File: src/hdl/swk_pkg.sv
/*
 * Package for the STOP-mode wake-up logic: port widths, reset values
 * and the carrier structs that group pin samples and configuration.
 * Assumes a single core clock domain and no register bus.
 */
package swk_pkg;

    // ****************************************
    // Port widths
    // ****************************************
    localparam int SWK_PORTA_W = 4;
    localparam int SWK_PORTB_W = 4;
    localparam int SWK_PORTC_W = 4;
    localparam int SWK_PORTD_W = 4;
    localparam int SWK_PORTE_W = 4;
    localparam int SWK_PORT1A_W = 3;
    localparam int SWK_PORT1B_W = 1;
    localparam int SWK_SYNC_STAGES = 2;

    // ****************************************
    // Reset values
    // ****************************************
    // Pins idle high through pull-ups
    localparam logic SWK_PIN_IDLE = 1'b1;
    localparam logic SWK_WAKE_RST = 1'b0;

    // ****************************************
    // Carriers
    // ****************************************
    typedef struct packed {
        logic [SWK_PORTA_W-1:0] wake_input_port_a;
        logic [SWK_PORTB_W-1:0] bit_io_port_b;
        logic [SWK_PORTC_W-1:0] group_io_port_c;
        logic [SWK_PORTD_W-1:0] group_io_port_d;
        logic [SWK_PORTE_W-1:0] matrix_port_e;
        logic [SWK_PORT1A_W-1:0] matrix_port_1a;
        logic [SWK_PORT1B_W-1:0] matrix_port_1b;
        logic int_pin;
    } swk_pins_t;

    typedef struct packed {
        logic [SWK_PORTB_W-1:0] port_b_is_input;
        logic port_c_is_input;
        logic port_d_is_input;
        logic [SWK_PORTE_W-1:0] port_e_is_input;
        logic [SWK_PORT1A_W-1:0] port_1a_is_input;
        logic port_1b_is_input;
        logic key_matrix_en;
        logic [SWK_PORT1A_W-1:0] port_1a_clear_level;
        logic port_1b_clear_level;
        logic interrupt_permit_flag;
    } swk_cfg_t;

    localparam int SWK_PINS_W = $bits(swk_pins_t);

endpackage

File: src/hdl/swk_sync.sv
/*
 * Two-flop synchroniser for a vector of asynchronous pins.
 * Assumes the pins may change at any time relative to core_clk.
 */
`timescale 1ns/1ps
module swk_sync
    import swk_pkg::*;
#(
    parameter int WIDTH = SWK_PINS_W
)
(
    // Clock and reset
    input wire logic core_clk,
    input wire logic sys_rst,
    // Data
    input wire logic [WIDTH-1:0] async_in,
    output logic [WIDTH-1:0] sync_out
);

    typedef struct packed {
        logic [WIDTH-1:0] meta;
        logic [WIDTH-1:0] sync;
    } swk_sync_state_t;

    swk_sync_state_t state_reg;
    swk_sync_state_t state_next;

    if (WIDTH < 1)
    begin : g_bad_width
        $error("swk_sync: WIDTH must be at least 1");
    end

    always_comb
    begin
        state_next.meta = async_in;
        // First stage feeds only the second stage
        state_next.sync = state_reg.meta;
    end

    always_ff @(posedge core_clk or posedge sys_rst)
    begin
        if (sys_rst)
        begin
            state_reg.meta <= {WIDTH{SWK_PIN_IDLE}};
            state_reg.sync <= {WIDTH{SWK_PIN_IDLE}};
        end
        else
        begin
            state_reg <= state_next;
        end
    end

    assign sync_out = state_reg.sync;

endmodule

File: src/hdl/swk_wake.sv
/*
 * STOP-mode wake-up detector: synchronises the port and interrupt pins,
 * evaluates each release condition and ORs them into one wake request.
 * Assumes configuration inputs come from core_clk logic and pins are
 * asynchronous; the standby controller consumes stop_wake_req.
 */
// Summary of operation
// - A low level on any of the four input-only port A pins releases STOP unconditionally.
// - A low level on any port B, C or D pin configured as an input releases STOP.
// - Either edge on the interrupt pin releases STOP when the interrupt permit flag is set.
// - With the key matrix selected, a low level on any input port E pin releases STOP.
// - With the key matrix selected, an input port 1A or 1B pin at its clear level releases STOP.
`timescale 1ns/1ps
module swk_wake
    import swk_pkg::*;
(
    // Clock and reset
    input wire logic core_clk,
    input wire logic sys_rst,
    // Pins
    input wire swk_pins_t pins,
    // Configuration
    input wire swk_cfg_t cfg,
    // Standby controller
    output logic stop_wake_req,
    output logic int_edge_seen
);

    // ****************************************
    // Pin synchronisation
    // ****************************************
    logic [SWK_PINS_W-1:0] pins_sync_bits;
    swk_pins_t pins_s;

    swk_sync #(
        .WIDTH(SWK_PINS_W)
    ) u_sync (
        .core_clk(core_clk),
        .sys_rst(sys_rst),
        .async_in(pins),
        .sync_out(pins_sync_bits)
    );

    assign pins_s = swk_pins_t'(pins_sync_bits);

    // ****************************************
    // Elaboration checks
    // ****************************************
    // Port 1B is read as one pin and the pin path is fixed at two flops
    if (SWK_PORT1B_W != 1)
    begin : g_bad_port1b
        $error("swk_wake: port 1B must be one pin wide");
    end

    if (SWK_SYNC_STAGES != 2)
    begin : g_bad_sync
        $error("swk_wake: pin synchroniser depth must be two");
    end

    // ****************************************
    // Per-pin release hits
    // ****************************************
    // Output-mode pins show the core's own drive, so their level is masked
    logic [SWK_PORTB_W-1:0] hit_b;
    logic [SWK_PORTE_W-1:0] hit_e;
    logic [SWK_PORT1A_W-1:0] hit_1a;

    for (genvar i = 0; i < SWK_PORTB_W; i++)
    begin : g_hit_b
        assign hit_b[i] = cfg.port_b_is_input[i] & ~pins_s.bit_io_port_b[i];
    end

    for (genvar i = 0; i < SWK_PORTE_W; i++)
    begin : g_hit_e
        assign hit_e[i] = cfg.port_e_is_input[i] & ~pins_s.matrix_port_e[i];
    end

    // Port 1A wakes on a match with its programmed level, not on low
    for (genvar i = 0; i < SWK_PORT1A_W; i++)
    begin : g_hit_1a
        assign hit_1a[i] = cfg.port_1a_is_input[i]
            & ~(pins_s.matrix_port_1a[i] ^ cfg.port_1a_clear_level[i]);
    end

    // ****************************************
    // State
    // ****************************************
    typedef struct packed {
        logic int_prev;
        logic wake;
        logic edge_seen;
    } swk_state_t;

    swk_state_t state_reg;
    swk_state_t state_next;

    logic cond_a;
    logic cond_bcd;
    logic cond_int;
    logic cond_e;
    logic cond_1x;
    logic int_edge;

    always_comb
    begin
        cond_a = ~&pins_s.wake_input_port_a;
        cond_bcd = (|hit_b)
            | (cfg.port_c_is_input & ~&pins_s.group_io_port_c)
            | (cfg.port_d_is_input & ~&pins_s.group_io_port_d);
        int_edge = pins_s.int_pin ^ state_reg.int_prev;
        cond_int = int_edge & cfg.interrupt_permit_flag;
        cond_e = cfg.key_matrix_en & (|hit_e);
        cond_1x = cfg.key_matrix_en & (
            (|hit_1a)
            | (cfg.port_1b_is_input
                & ~(pins_s.matrix_port_1b[0] ^ cfg.port_1b_clear_level)));
        // A pin change reaches the request after two sync flops and one output flop
        state_next = state_reg;
        state_next.int_prev = pins_s.int_pin;
        state_next.edge_seen = int_edge;
        // Single OR keeps the standby controller's view simple
        state_next.wake = cond_a | cond_bcd | cond_int | cond_e | cond_1x;
    end

    always_ff @(posedge core_clk or posedge sys_rst)
    begin
        if (sys_rst)
        begin
            state_reg.int_prev <= SWK_PIN_IDLE;
            state_reg.wake <= SWK_WAKE_RST;
            state_reg.edge_seen <= SWK_WAKE_RST;
        end
        else
        begin
            state_reg <= state_next;
        end
    end

    assign stop_wake_req = state_reg.wake;
    assign int_edge_seen = state_reg.edge_seen;
endmodule

File: config.mk
export PLATFORM = sky130hd
export DESIGN_NAME = swk_wake
export DESIGN_NICKNAME = d
export VERILOG_FILES = /design/src/hdl/swk_pkg.sv /design/src/hdl/swk_sync.sv /design/src/hdl/swk_wake.sv
export SDC_FILE = /design/constraint.sdc
export NUM_CORES = 1
export LEC_CHECK = 0
export BUFFER_PORTS_ARGS = -buffer_cell sky130_fd_sc_hd__buf_2
export CORE_UTILIZATION = 48
export DETAILED_ROUTE_END_ITERATION = 6
export GPL_TIMING_DRIVEN = 0
export PLACE_DENSITY = 0.8
export SYNTH_ARGS = -nofsm -noshare
export SYNTH_HDL_FRONTEND = slang
export SYNTH_SLANG_ARGS = --single-unit
File: constraint.sdc
create_clock -name core_clk -period 1.75 [get_ports core_clk]
set_input_delay 0.35 -clock core_clk [delete_from_list [all_inputs] [get_ports core_clk]]
set_output_delay 0.35 -clock core_clk [all_outputs]
set_load 0.02 [all_outputs]
# After elaboration in Yosys (flattened, before gate mapping)
# Index checks and enable logic that the tools add are counted.
[totals]
regBits = 53
out_inout_bits = 2
inputBits = 47
wordCells = 55
[classes]
bitwise = 41
n_reduce_logical = 9
[ops]
columns = ["op", "count"]
rows = [
  ["1-bit bitwise AND", 17],
  ["1-bit inverter", 12],
  ["4-bit AND reduction", 3],
  ["4-bit OR reduction", 2],
  ["1-bit OR", 7],
  ["1-bit XOR", 5],
  ["1-bit logical NOT", 3],
  ["3-bit OR reduction", 1],
]

# Depth between registers and ports, before layout
# Gate-level depths: netlist of the first run.
[depth]
depth_word = 9
mapped_depth = 4
depth_no_buf = 4

# By module
# A second synthesis of the first run with hierarchy kept.
[unflattened]
hier_cells = 81
area_unflattened_um2 = 1571.5
[modules_own_cells]
columns = ["module", "cells_each", "instances", "area_per_inst_um2"]
rows = [
  ["swk_sync", 51, 1, 1317.5],
  ["swk_wake", 30, 1, 254.0],
]

# Worst setup path before layout of the first run
# No wires, ideal clock.
[synth_timing]
kind = "flip-flop to flip-flop"
start = "reg u_sync.state_reg (netlist bit u_sync.sync_out[4])"
end = "reg state_reg (netlist bit stop_wake_req)"
t_arrival_ns = 1.082
synth_period_minus_slack_ns = 1.214
path_slack_ns = 0.536
setup_time_ns = 0.132
stages_incl_launch_ff = 5
n_path_buf = 0
cell_sequence = "dfstp_2 -> xnor2_1 -> a222oi_1 -> a31o_1 -> nand3_1"
[synth_lines]
columns = ["item", "line", "text"]
rows = [
  ["from (decl)", "swk_sync.sv:25", "swk_sync_state_t state_reg;"],
  ["from (signal assigned)", "swk_sync.sv:49", "state_reg <= state_next;"],
  ["to (signal assigned)", "swk_wake.sv:135", "state_reg <= state_next;"],
  ["to (decl)", "swk_wake.sv:94", "swk_state_t state_reg;"],
]

==> impl_metrics.json, run 1 <==
{
  "worst-path-buf-inv": 0,
  "path_clk_slew_ns": 0.13,
  "status": "completed",
  "r2r_setup_slack_ns": 0.43,
  "rsz0062_at_grt": "false",
  "firstDrtPassIters": 4,
  "fillers": 236,
  "start_util_pct": 50.9,
  "drv_cap": 0,
  "layout_commonest_cell": "dfstp_2",
  "cts.repair.resized": 0,
  "grt_max_degree": 54,
  "grt_antenna_before_repair": 0,
  "p_leak_nw": 0.849,
  "timing.rr.start": "u_sync.sync_out[4]",
  "antenna_left": 0,
  "cpMaxStageDelayCell": "dfstp_2",
  "syn2layout_area_growth_pct": 22.6,
  "via_per_inst": 4.16,
  "hp-class": "in -> reg",
  "critPathRequiredTime_ns": 2.00,
  "clockBufferDepth": 2,
  "die_y_um": 59.2,
  "slowest_delay_ns": 0.55,
  "critPathArrivalTime_ns": 1.57,
  "cp_max_fo": 1,
  "setup_tns_ns": 0,
  "yosysUniqueCellTypes": 14,
  "r2r-end": "stop_wake_req",
  "grt_first_pass_wirelength_um": 3310,
  "cts_tree": "done",
  "dpl.hpwl_um": 1580,
  "start_kind": "register",
  "cts_sinks": 53,
  "min_delay_path_depth": 1,
  "setup_viol": 0,
  "htree_levels": 2,
  "fin_crit_ns": 1.32,
  "ys_seq_area_share_pct": 88.7,
  "hold_path_end": "u_sync.state_next[5]",
  "path_delay_family": "flip-flops",
  "syn_inst": 80,
  "drive_above_1_share_pct": 78.7,
  "powerDensity_nw_per_um2": 1030,
  "final_cell_mix": "51 x dfstp_2, 48 x buf_2, 6 x inv_1",
  "crit_chain": "xnor2_1 -> a222oi_1 -> a31o_1 -> nand3_1",
  "worstSetupPathType": "reg -> reg",
  "hp-start": "pins[5]",
  "syn_avg_cell_area_um2": 19.6,
  "die_w_um": 59.2,
  "worst-r2r-cell-count": 4,
  "ir_drop_mv": 0.488,
  "portBuffers": 48,
  "drt_iter0_markers": 6,
  "grt_pass1_vias": 808,
  "cts_hold_buffers": 0,
  "slew_headroom_pct": 34.3,
  "grt_overflow": 0,
  "std_cell_rows": 20,
  "fin_nets": 182,
  "power_mw": 1.98,
  "syn-num-nets": 127,
  "cp-end-kind": "register",
  "final_core_util_pct": 62.4,
  "yosys_warnings": 0,
  "period_share_pct": 75.3,
  "grt_usage_pct": 14.5,
  "fin_skew_ns": 0.00965,
  "synth_seq_cells": 53,
  "num_vias": 749,
  "hold_viol_final": 0,
  "wl_per_cell_um": 11.9,
  "cts_buffers": 5,
  "seq_area_um2": 1390,
  "clock-root-buffer": "clkbuf_4",
  "drc": 0,
  "maxSlewViolCount": 0,
  "clk_latency_ns": 0.36,
  "core_um2": 3080,
  "die_area_um2": 3500,
  "wirelength_um": 2140,
  "place_congestion": 0.635,
  "worst_slew_pin_slew_ns": 0.983,
  "netlist_area_um2": 1570,
  "max_freq_ghz": 0.759,
  "cts_setup_buffers": 0,
  "diodes": 0,
  "ios": 49,
  "multi_input_area_um2": 151
}
worst max path at each step:
stage                        from       endpoint  slack (ns)  depth (start not counted)
5_1_grt        u_sync.sync_out[4]  stop_wake_req        0.35                          4
4_1_cts        u_sync.sync_out[4]  stop_wake_req        0.40                          4
2_1_floorplan             sys_rst  int_edge_seen        0.20                          1
3_3_place_gp              sys_rst  int_edge_seen       -0.18                          2
3_5_place_dp               cfg[4]  stop_wake_req        0.40                          5
6_report       u_sync.sync_out[4]  stop_wake_req        0.43                          4
layout make-up:
type                    count  area share, %
inverters                   7           1.37
multi-input cells          20           7.88
flip-flops and latches     53           72.3
repair buffers             48           12.5
clock buffers               8           3.06
well taps                  44           2.86
synthesized netlist by cell type, drive strengths merged:
master | n | area (µm²)
dfstp | 51 | 1340
nand2 | 1 | 3.75
nor2b | 3 | 18.8
xor2 | 1 | 8.76
a31o | 1 | 8.76
nand4 | 3 | 18.8
dfrtp | 2 | 50.1
nor3 | 1 | 5.00
a222oi | 2 | 20.0
o22ai | 2 | 12.5
nand3 | 1 | 5.00
a2111oi | 1 | 15.0
inv | 7 | 26.3
xnor2 | 4 | 35.0
report_power, final:
| part | switching, mW | internal (mW) | leakage, nW |
|---|---|---|---|
| clock | 0.322 | 0.199 | 0.0326 |
| combinational | 0.0541 | 0.0560 | 0.259 |
| sequential | 0.0195 | 1.33 | 0.557 |
| total | 0.396 | 1.59 | 0.849 |
through the flow:
stage          hold WS [ns]  instance area, µm²  setup WS [ns]  instances
3_3_place_gp          0.346                1860         -0.183        172
6_report             0.0716                1920          0.433        180
3_5_place_dp          0.347                1860          0.400        172
4_1_cts              0.0491                1920          0.397        180
2_1_floorplan         0.345                1570          0.198         80
5_1_grt              0.0387                1920          0.350        180
logic make-up (layout without fill, tap and decap cells):
family                 Yosys count  after routing  share of synthesized area (%)
AO/OA/AOI/OAI                    6              6                           3.59
flip-flops                      53             53                           88.7
buffers and inverters            7             63                           1.68
XOR/XNOR                         5              5                           2.79
AND/OR/NAND/NOR                  9              9                           3.27
metal layers:
layer	part of all wire, %	wire [µm]	GRT usage, %
met5	0	0	0
met4	1.7	37	9.18
met3	7.0	149	4.80
met2	53	1140	25.6
met1	38	811	14.6
No activity file was read; power rests on OpenSTA's default activity.
==> run 2: changes to the inputs <==
clock period = 1.4 ns   (was 1.75 ns; I/O delays follow)
==> run 2 against run 1 <==
  * Total power is 26% higher
  * Register-to-register slack worse by 0.38 ns
  * Clock-buffer cell count is 1 lower
  * Critical path type unchanged
==> impl_metrics.json, run 2 (synthesis results as in run 1) <==
{
  "firstDrtPassIters": 4,
  "wl_met1_um": 913,
  "grt_pass1_vias": 887,
  "clockBufferDepth": 2,
  "std_cell_rows": 20,
  "critPathRequiredTime_ns": 1.63,
  "clk_latency_ns": 0.34,
  "worst-r2r-cell-count": 4,
  "crit_chain": "xnor2_1 -> a222oi_1 -> a31o_1 -> nand3_1",
  "cts_setup_buffers": 0,
  "hold-worst-slack_ns": 0.149,
  "grt_overflow": 0,
  "grt_antenna_before_repair": 0,
  "crit_cells": 4,
  "p_leak_nw": 0.948,
  "drt_iter0_markers": 11,
  "powerDensity_nw_per_um2": 1150,
  "status": "completed",
  "clock-root-buffer": "clkbuf_4",
  "antenna_left": 0,
  "max_freq_ghz": 0.742,
  "fin_skew_ns": 0.00508,
  "fin_crit_ns": 1.35,
  "drv_cap": 0,
  "start_kind": "register",
  "ios": 49,
  "cp-end-kind": "register",
  "slowest_delay_ns": 0.56,
  "grt_first_pass_wirelength_um": 3640,
  "final_cell_mix": "51 x dfstp_2, 48 x buf_2, 25 x dlygate4sd3_1",
  "fin_nets": 207,
  "critPathArrivalTime_ns": 1.57,
  "period_share_pct": 96.3,
  "path_delay_family": "flip-flops",
  "cp_max_fo": 1,
  "die_y_um": 59.2,
  "r2r_setup_slack_ns": 0.05,
  "cts_tree": "done",
  "wl_met2_um": 1260,
  "wl_per_cell_um": 11.5,
  "via_per_inst": 4.17,
  "core_um2": 3080,
  "die_w_um": 59.2,
  "maxSlewViolCount": 0,
  "path_clk_slew_ns": 0.12,
  "final_core_util_pct": 70.6,
  "drc": 0,
  "top_layer_used": "met4",
  "start_util_pct": 50.9,
  "worst_slew_pin_slew_ns": 0.991,
  "portBuffers": 48,
  "grt_max_degree": 54,
  "worst-path-buf-inv": 0,
  "setup_viol": 0,
  "place_congestion": 0.634,
  "drive_above_1_share_pct": 66.9,
  "rsz0062_at_grt": "true",
  "diodes": 0,
  "die_area_um2": 3500,
  "cpMaxStageDelayCell": "dfstp_2",
  "hp-class": "in -> async",
  "slew_headroom_pct": 33.8,
  "grt_usage_pct": 15.4,
  "num_vias": 851,
  "layout_commonest_cell": "dfstp_2",
  "wirelength_um": 2340,
  "syn2layout_area_growth_pct": 38.5,
  "setup_tns_ns": 0,
  "cts_buffers": 5,
  "hold_viol_final": 0,
  "ir_drop_mv": 0.627,
  "htree_levels": 2,
  "cts_sinks": 53,
  "worstSetupPathType": "reg -> reg",
  "met3_length_um": 149
}
==> run 2: worst paths after layout <==
kind	from	endpoint
worst max-delay path	u_sync.sync_out[4]	stop_wake_req
worst min-delay path	sys_rst	int_edge_seen
worst max register to register	u_sync.sync_out[4]	stop_wake_req
worst min register to register	u_sync.state_next[18]	u_sync.sync_out[18]
max in group asynchronous	sys_rst	stop_wake_req
min in group core_clk	cfg[15]	stop_wake_req
==> run 2: layer usage <==
layer / track usage [%] / vias to the layer above
met3: 6.77 / 3
met2: 28.1 / 37
met1: 16.2 / 393
met5: 0 / -
li1: - / 418
met4: 4.08 / 0
==> run 2: cell type report <==
type / instances / area [µm²]
tap: 44 / 55.1
timing repair buffer: 73 / 490
fill: 215 / 906
inverter: 7 / 30.0
sequential: 53 / 1390
clock buffer: 7 / 55.1
multi-input combinational: 20 / 151
==> run 2: report_power, final <==
| group | switching (mW) | total, mW | internal, mW | leakage, nW |
|---|---|---|---|---|
| combinational | 0.0769 | 0.193 | 0.116 | 0.360 |
| clock | 0.384 | 0.622 | 0.238 | 0.0314 |
| sequential | 0.0237 | 1.69 | 1.67 | 0.557 |
| total | 0.485 | 2.51 | 2.02 | 0.948 |
==> run 2: stage by stage <==
| step | instance area, µm² | cells | worst slack [ns] | total power [mW] |
|---|---|---|---|---|
| after floorplan | 1570 | 80 | 0.186 | 1.77 |
| after global placement | 1870 | 172 | 0.126 | 1.84 |
| after detailed placement | 1870 | 172 | 0.0267 | 1.86 |
| after CTS | 2030 | 190 | 0.00179 | 2.51 |
| after global routing | 2170 | 204 | -0.0120 | 2.64 |
| final | 2170 | 204 | 0.0520 | 2.51 |
==> run 2: timing repair <==
action                                  CTS  global route
gates resized for setup                   0             0
hold endpoints to repair                 11            14
hold buffers                             11            14
endpoints found under the setup margin    0             1
==> run 3: changes to the inputs <==
ABC_AREA = 1   (was not set)
CAP_MARGIN = 10   (was not set)
CORE_UTILIZATION = 49   (was 48)
SLEW_MARGIN = 20   (was not set)
==> run 3 against run 2 <==
  * Hold slack worse by 0.030 ns
  * Area after synthesis is 5.3% higher
  * Final cell count is 18% higher
  * Via count is 22% higher
  * Core utilization is 2.5 points higher
  * Wire length is 0.26% lower
  * Register-to-register slack better by 0.24 ns
  * Sequential power hardly changed
  * Design area is 5.2% higher
  * Clock-buffer cell count stayed put
  * Total power is 8.4% higher
  * Critical path type is now reg -> out
  * Largest power group unchanged
==> impl_metrics.json, run 3 <==
{
  "status": "completed",
  "path_clk_slew_ns": 0.12,
  "cts_tree": "done",
  "ios": 49,
  "power_mw": 2.72,
  "syn-num-nets": 163,
  "netlist_top_cells_count": "51 x dfstp_2, 27 x nand2_1, 17 x inv_1, 9 x nor2_1, 3 x nand3_1",
  "synth_edf_count": 0,
  "clockBufferDepth": 2,
  "yosysTopAreaCell": "dfstp_2",
  "setup_viol": 0,
  "final_cell_mix": "51 x dfstp_2, 48 x buf_2, 27 x nand2_1",
  "hold_path_end": "stop_wake_req",
  "fin_crit_ns": 1.17,
  "drc": 0,
  "synth_ff_type": "dfstp_2",
  "die_w_um": 60.0,
  "cpMaxStageDelayCell": "dfrtp_1",
  "seq_area_um2": 1390,
  "maxSlewViolCount": 0,
  "met3_length_um": 139,
  "cp-end-kind": "output port",
  "yosysUniqueCellTypes": 11,
  "drv_cap": 0,
  "antenna_left": 0,
  "hp-start": "cfg[5]",
  "crit_chain": "buf_2",
  "netlist_area_um2": 1650,
  "slew_headroom_pct": 34.5,
  "multi_input_area_um2": 196,
  "critPathArrivalTime_ns": 0.89,
  "htree_levels": 2,
  "r2r_setup_slack_ns": 0.29,
  "syn_avg_cell_area_um2": 14.2,
  "fin_cells": 241,
  "yosysTopAreaCellShare_pct": 81.2,
  "max_freq_ghz": 0.856,
  "start_kind": "register",
  "hold_viol_final": 0,
  "dpl.hpwl_um": 1480,
  "cp_max_fo": 1,
  "timing.rr.start": "u_sync.sync_out[7]",
  "hp-class": "in -> reg",
  "worstSetupPathType": "reg -> out",
  "clk_latency_ns": 0.35,
  "cts_buffers": 5,
  "hold-worst-slack_ns": 0.119,
  "slowest_delay_ns": 0.39,
  "grt_max_degree": 54,
  "die_y_um": 60.0,
  "start_util_pct": 52.8,
  "ys_seq_area_share_pct": 84.2,
  "wirelength_um": 2330,
  "synthArstFlopShare_pct": 100,
  "place_congestion": 0.606,
  "rsz0062_at_grt": "false",
  "min_delay_path_depth": 3,
  "cts_sinks": 53,
  "synth.area.top_cells": "dfstp_2 81%, nand2_1 6.1%, inv_1 3.9%",
  "diodes": 0,
  "layout_commonest_cell": "dfstp_2",
  "wl_per_cell_um": 9.67,
  "wl_met2_um": 1280,
  "top_layer_used": "met4",
  "drive_above_1_share_pct": 55.3,
  "fin_nets": 243,
  "num_vias": 1034,
  "grt_first_pass_wirelength_um": 3720,
  "via_per_inst": 4.29,
  "std_cell_rows": 20,
  "fillers": 206,
  "firstDrtPassIters": 3,
  "portBuffers": 48,
  "synth_most_common_cell": "dfstp_2",
  "clock-root-buffer": "clkbuf_4",
  "path_delay_family": "flip-flops",
  "period_share_pct": 83.4,
  "critPathRequiredTime_ns": 1.12,
  "core_um2": 3130,
  "p_leak_nw": 1.08,
  "powerDensity_nw_per_um2": 1190,
  "worst_slew_pin_slew_ns": 0.980,
  "drt_iter0_markers": 4,
  "grt_pass1_vias": 991,
  "grt_usage_pct": 15.2,
  "place_inst": 208,
  "fin_skew_ns": 0.00497,
  "die_area_um2": 3600,
  "r2r-end": "stop_wake_req",
  "syn_inst": 116,
  "yosys_warnings": 0,
  "wl_met1_um": 880,
  "grt_antenna_before_repair": 0,
  "worst-r2r-cell-count": 9,
  "ir_drop_mv": 0.901,
  "setup_tns_ns": 0,
  "synth_seq_cells": 53,
  "grt_overflow": 0,
  "syn2layout_area_growth_pct": 38.4,
  "worst-path-buf-inv": 1
}
-- run 3: power by group --
part           leakage (nW)  internal (mW)  switching [mW]
Combinational         0.479          0.114          0.0863
Clock                0.0455          0.427           0.401
Sequential            0.556           1.67          0.0219
-- run 3: layout make-up --
type / instances / share of cell area (%)
Clock inverter: 1 / 1.31
Inverter: 17 / 2.96
Timing Repair Buffer: 73 / 21.5
Clock buffer: 7 / 2.41
Multi-Input combinational cell: 46 / 8.60
Tap cell: 44 / 2.41
Sequential cell: 53 / 60.8
-- run 3: timing repair --
action / in CTS / in global routing
hold buffers: 25 / 0
setup buffers: 0 / 0
endpoints found under the hold margin: 25 / 0
resized for setup: 0 / 0
-- run 3: logic make-up (layout without fill, tap and decap cells) --
logic type | after synthesis | in the layout | synth area share [%]
flops | 53 | 53 | 84.2
compound gates | 2 | 2 | 0.607
buf+inv | 17 | 98 | 3.87
simple gates | 44 | 44 | 11.3
-- run 3: worst reg2reg max path: cells and delay by family (launching register included) --
family | cells | cell delay [ns]
buffers and inverters | 2 | 0.08
DFF | 1 | 0.54
and+or+nand+nor | 7 | 0.39
-- run 3: metal layers --
| layer | GRT usage [%] | up-vias |
|---|---|---|
| met5 | 0 | - |
| met4 | 6.98 | 0 |
| met3 | 4.76 | 3 |
| met2 | 30.6 | 41 |
| met1 | 13.1 | 487 |
| li1 | - | 503 |
-- run 3: worst max path at each step --
stage,startpoint,end,slack (ns),depth (start not counted)
finish,int_edge_seen,int_edge_seen,0.23,1
global route,int_edge_seen,int_edge_seen,0.18,1
CTS,int_edge_seen,int_edge_seen,0.20,1
detailed placement,u_sync.sync_out[20],stop_wake_req,0.28,7
global placement,u_sync.sync_out[20],stop_wake_req,0.28,7
floorplan,u_sync.sync_out[20],stop_wake_req,0.39,7
-- run 3: metrics by stage --
stage	util (%)	setup slack (ns)	cell area, µm²
final	73.0	0.232	2280
after global routing	73.0	0.177	2280
after CTS	73.0	0.201	2280
after detailed placement	62.3	0.282	1950
after global placement	62.3	0.285	1950
after floorplan	-	0.388	1650
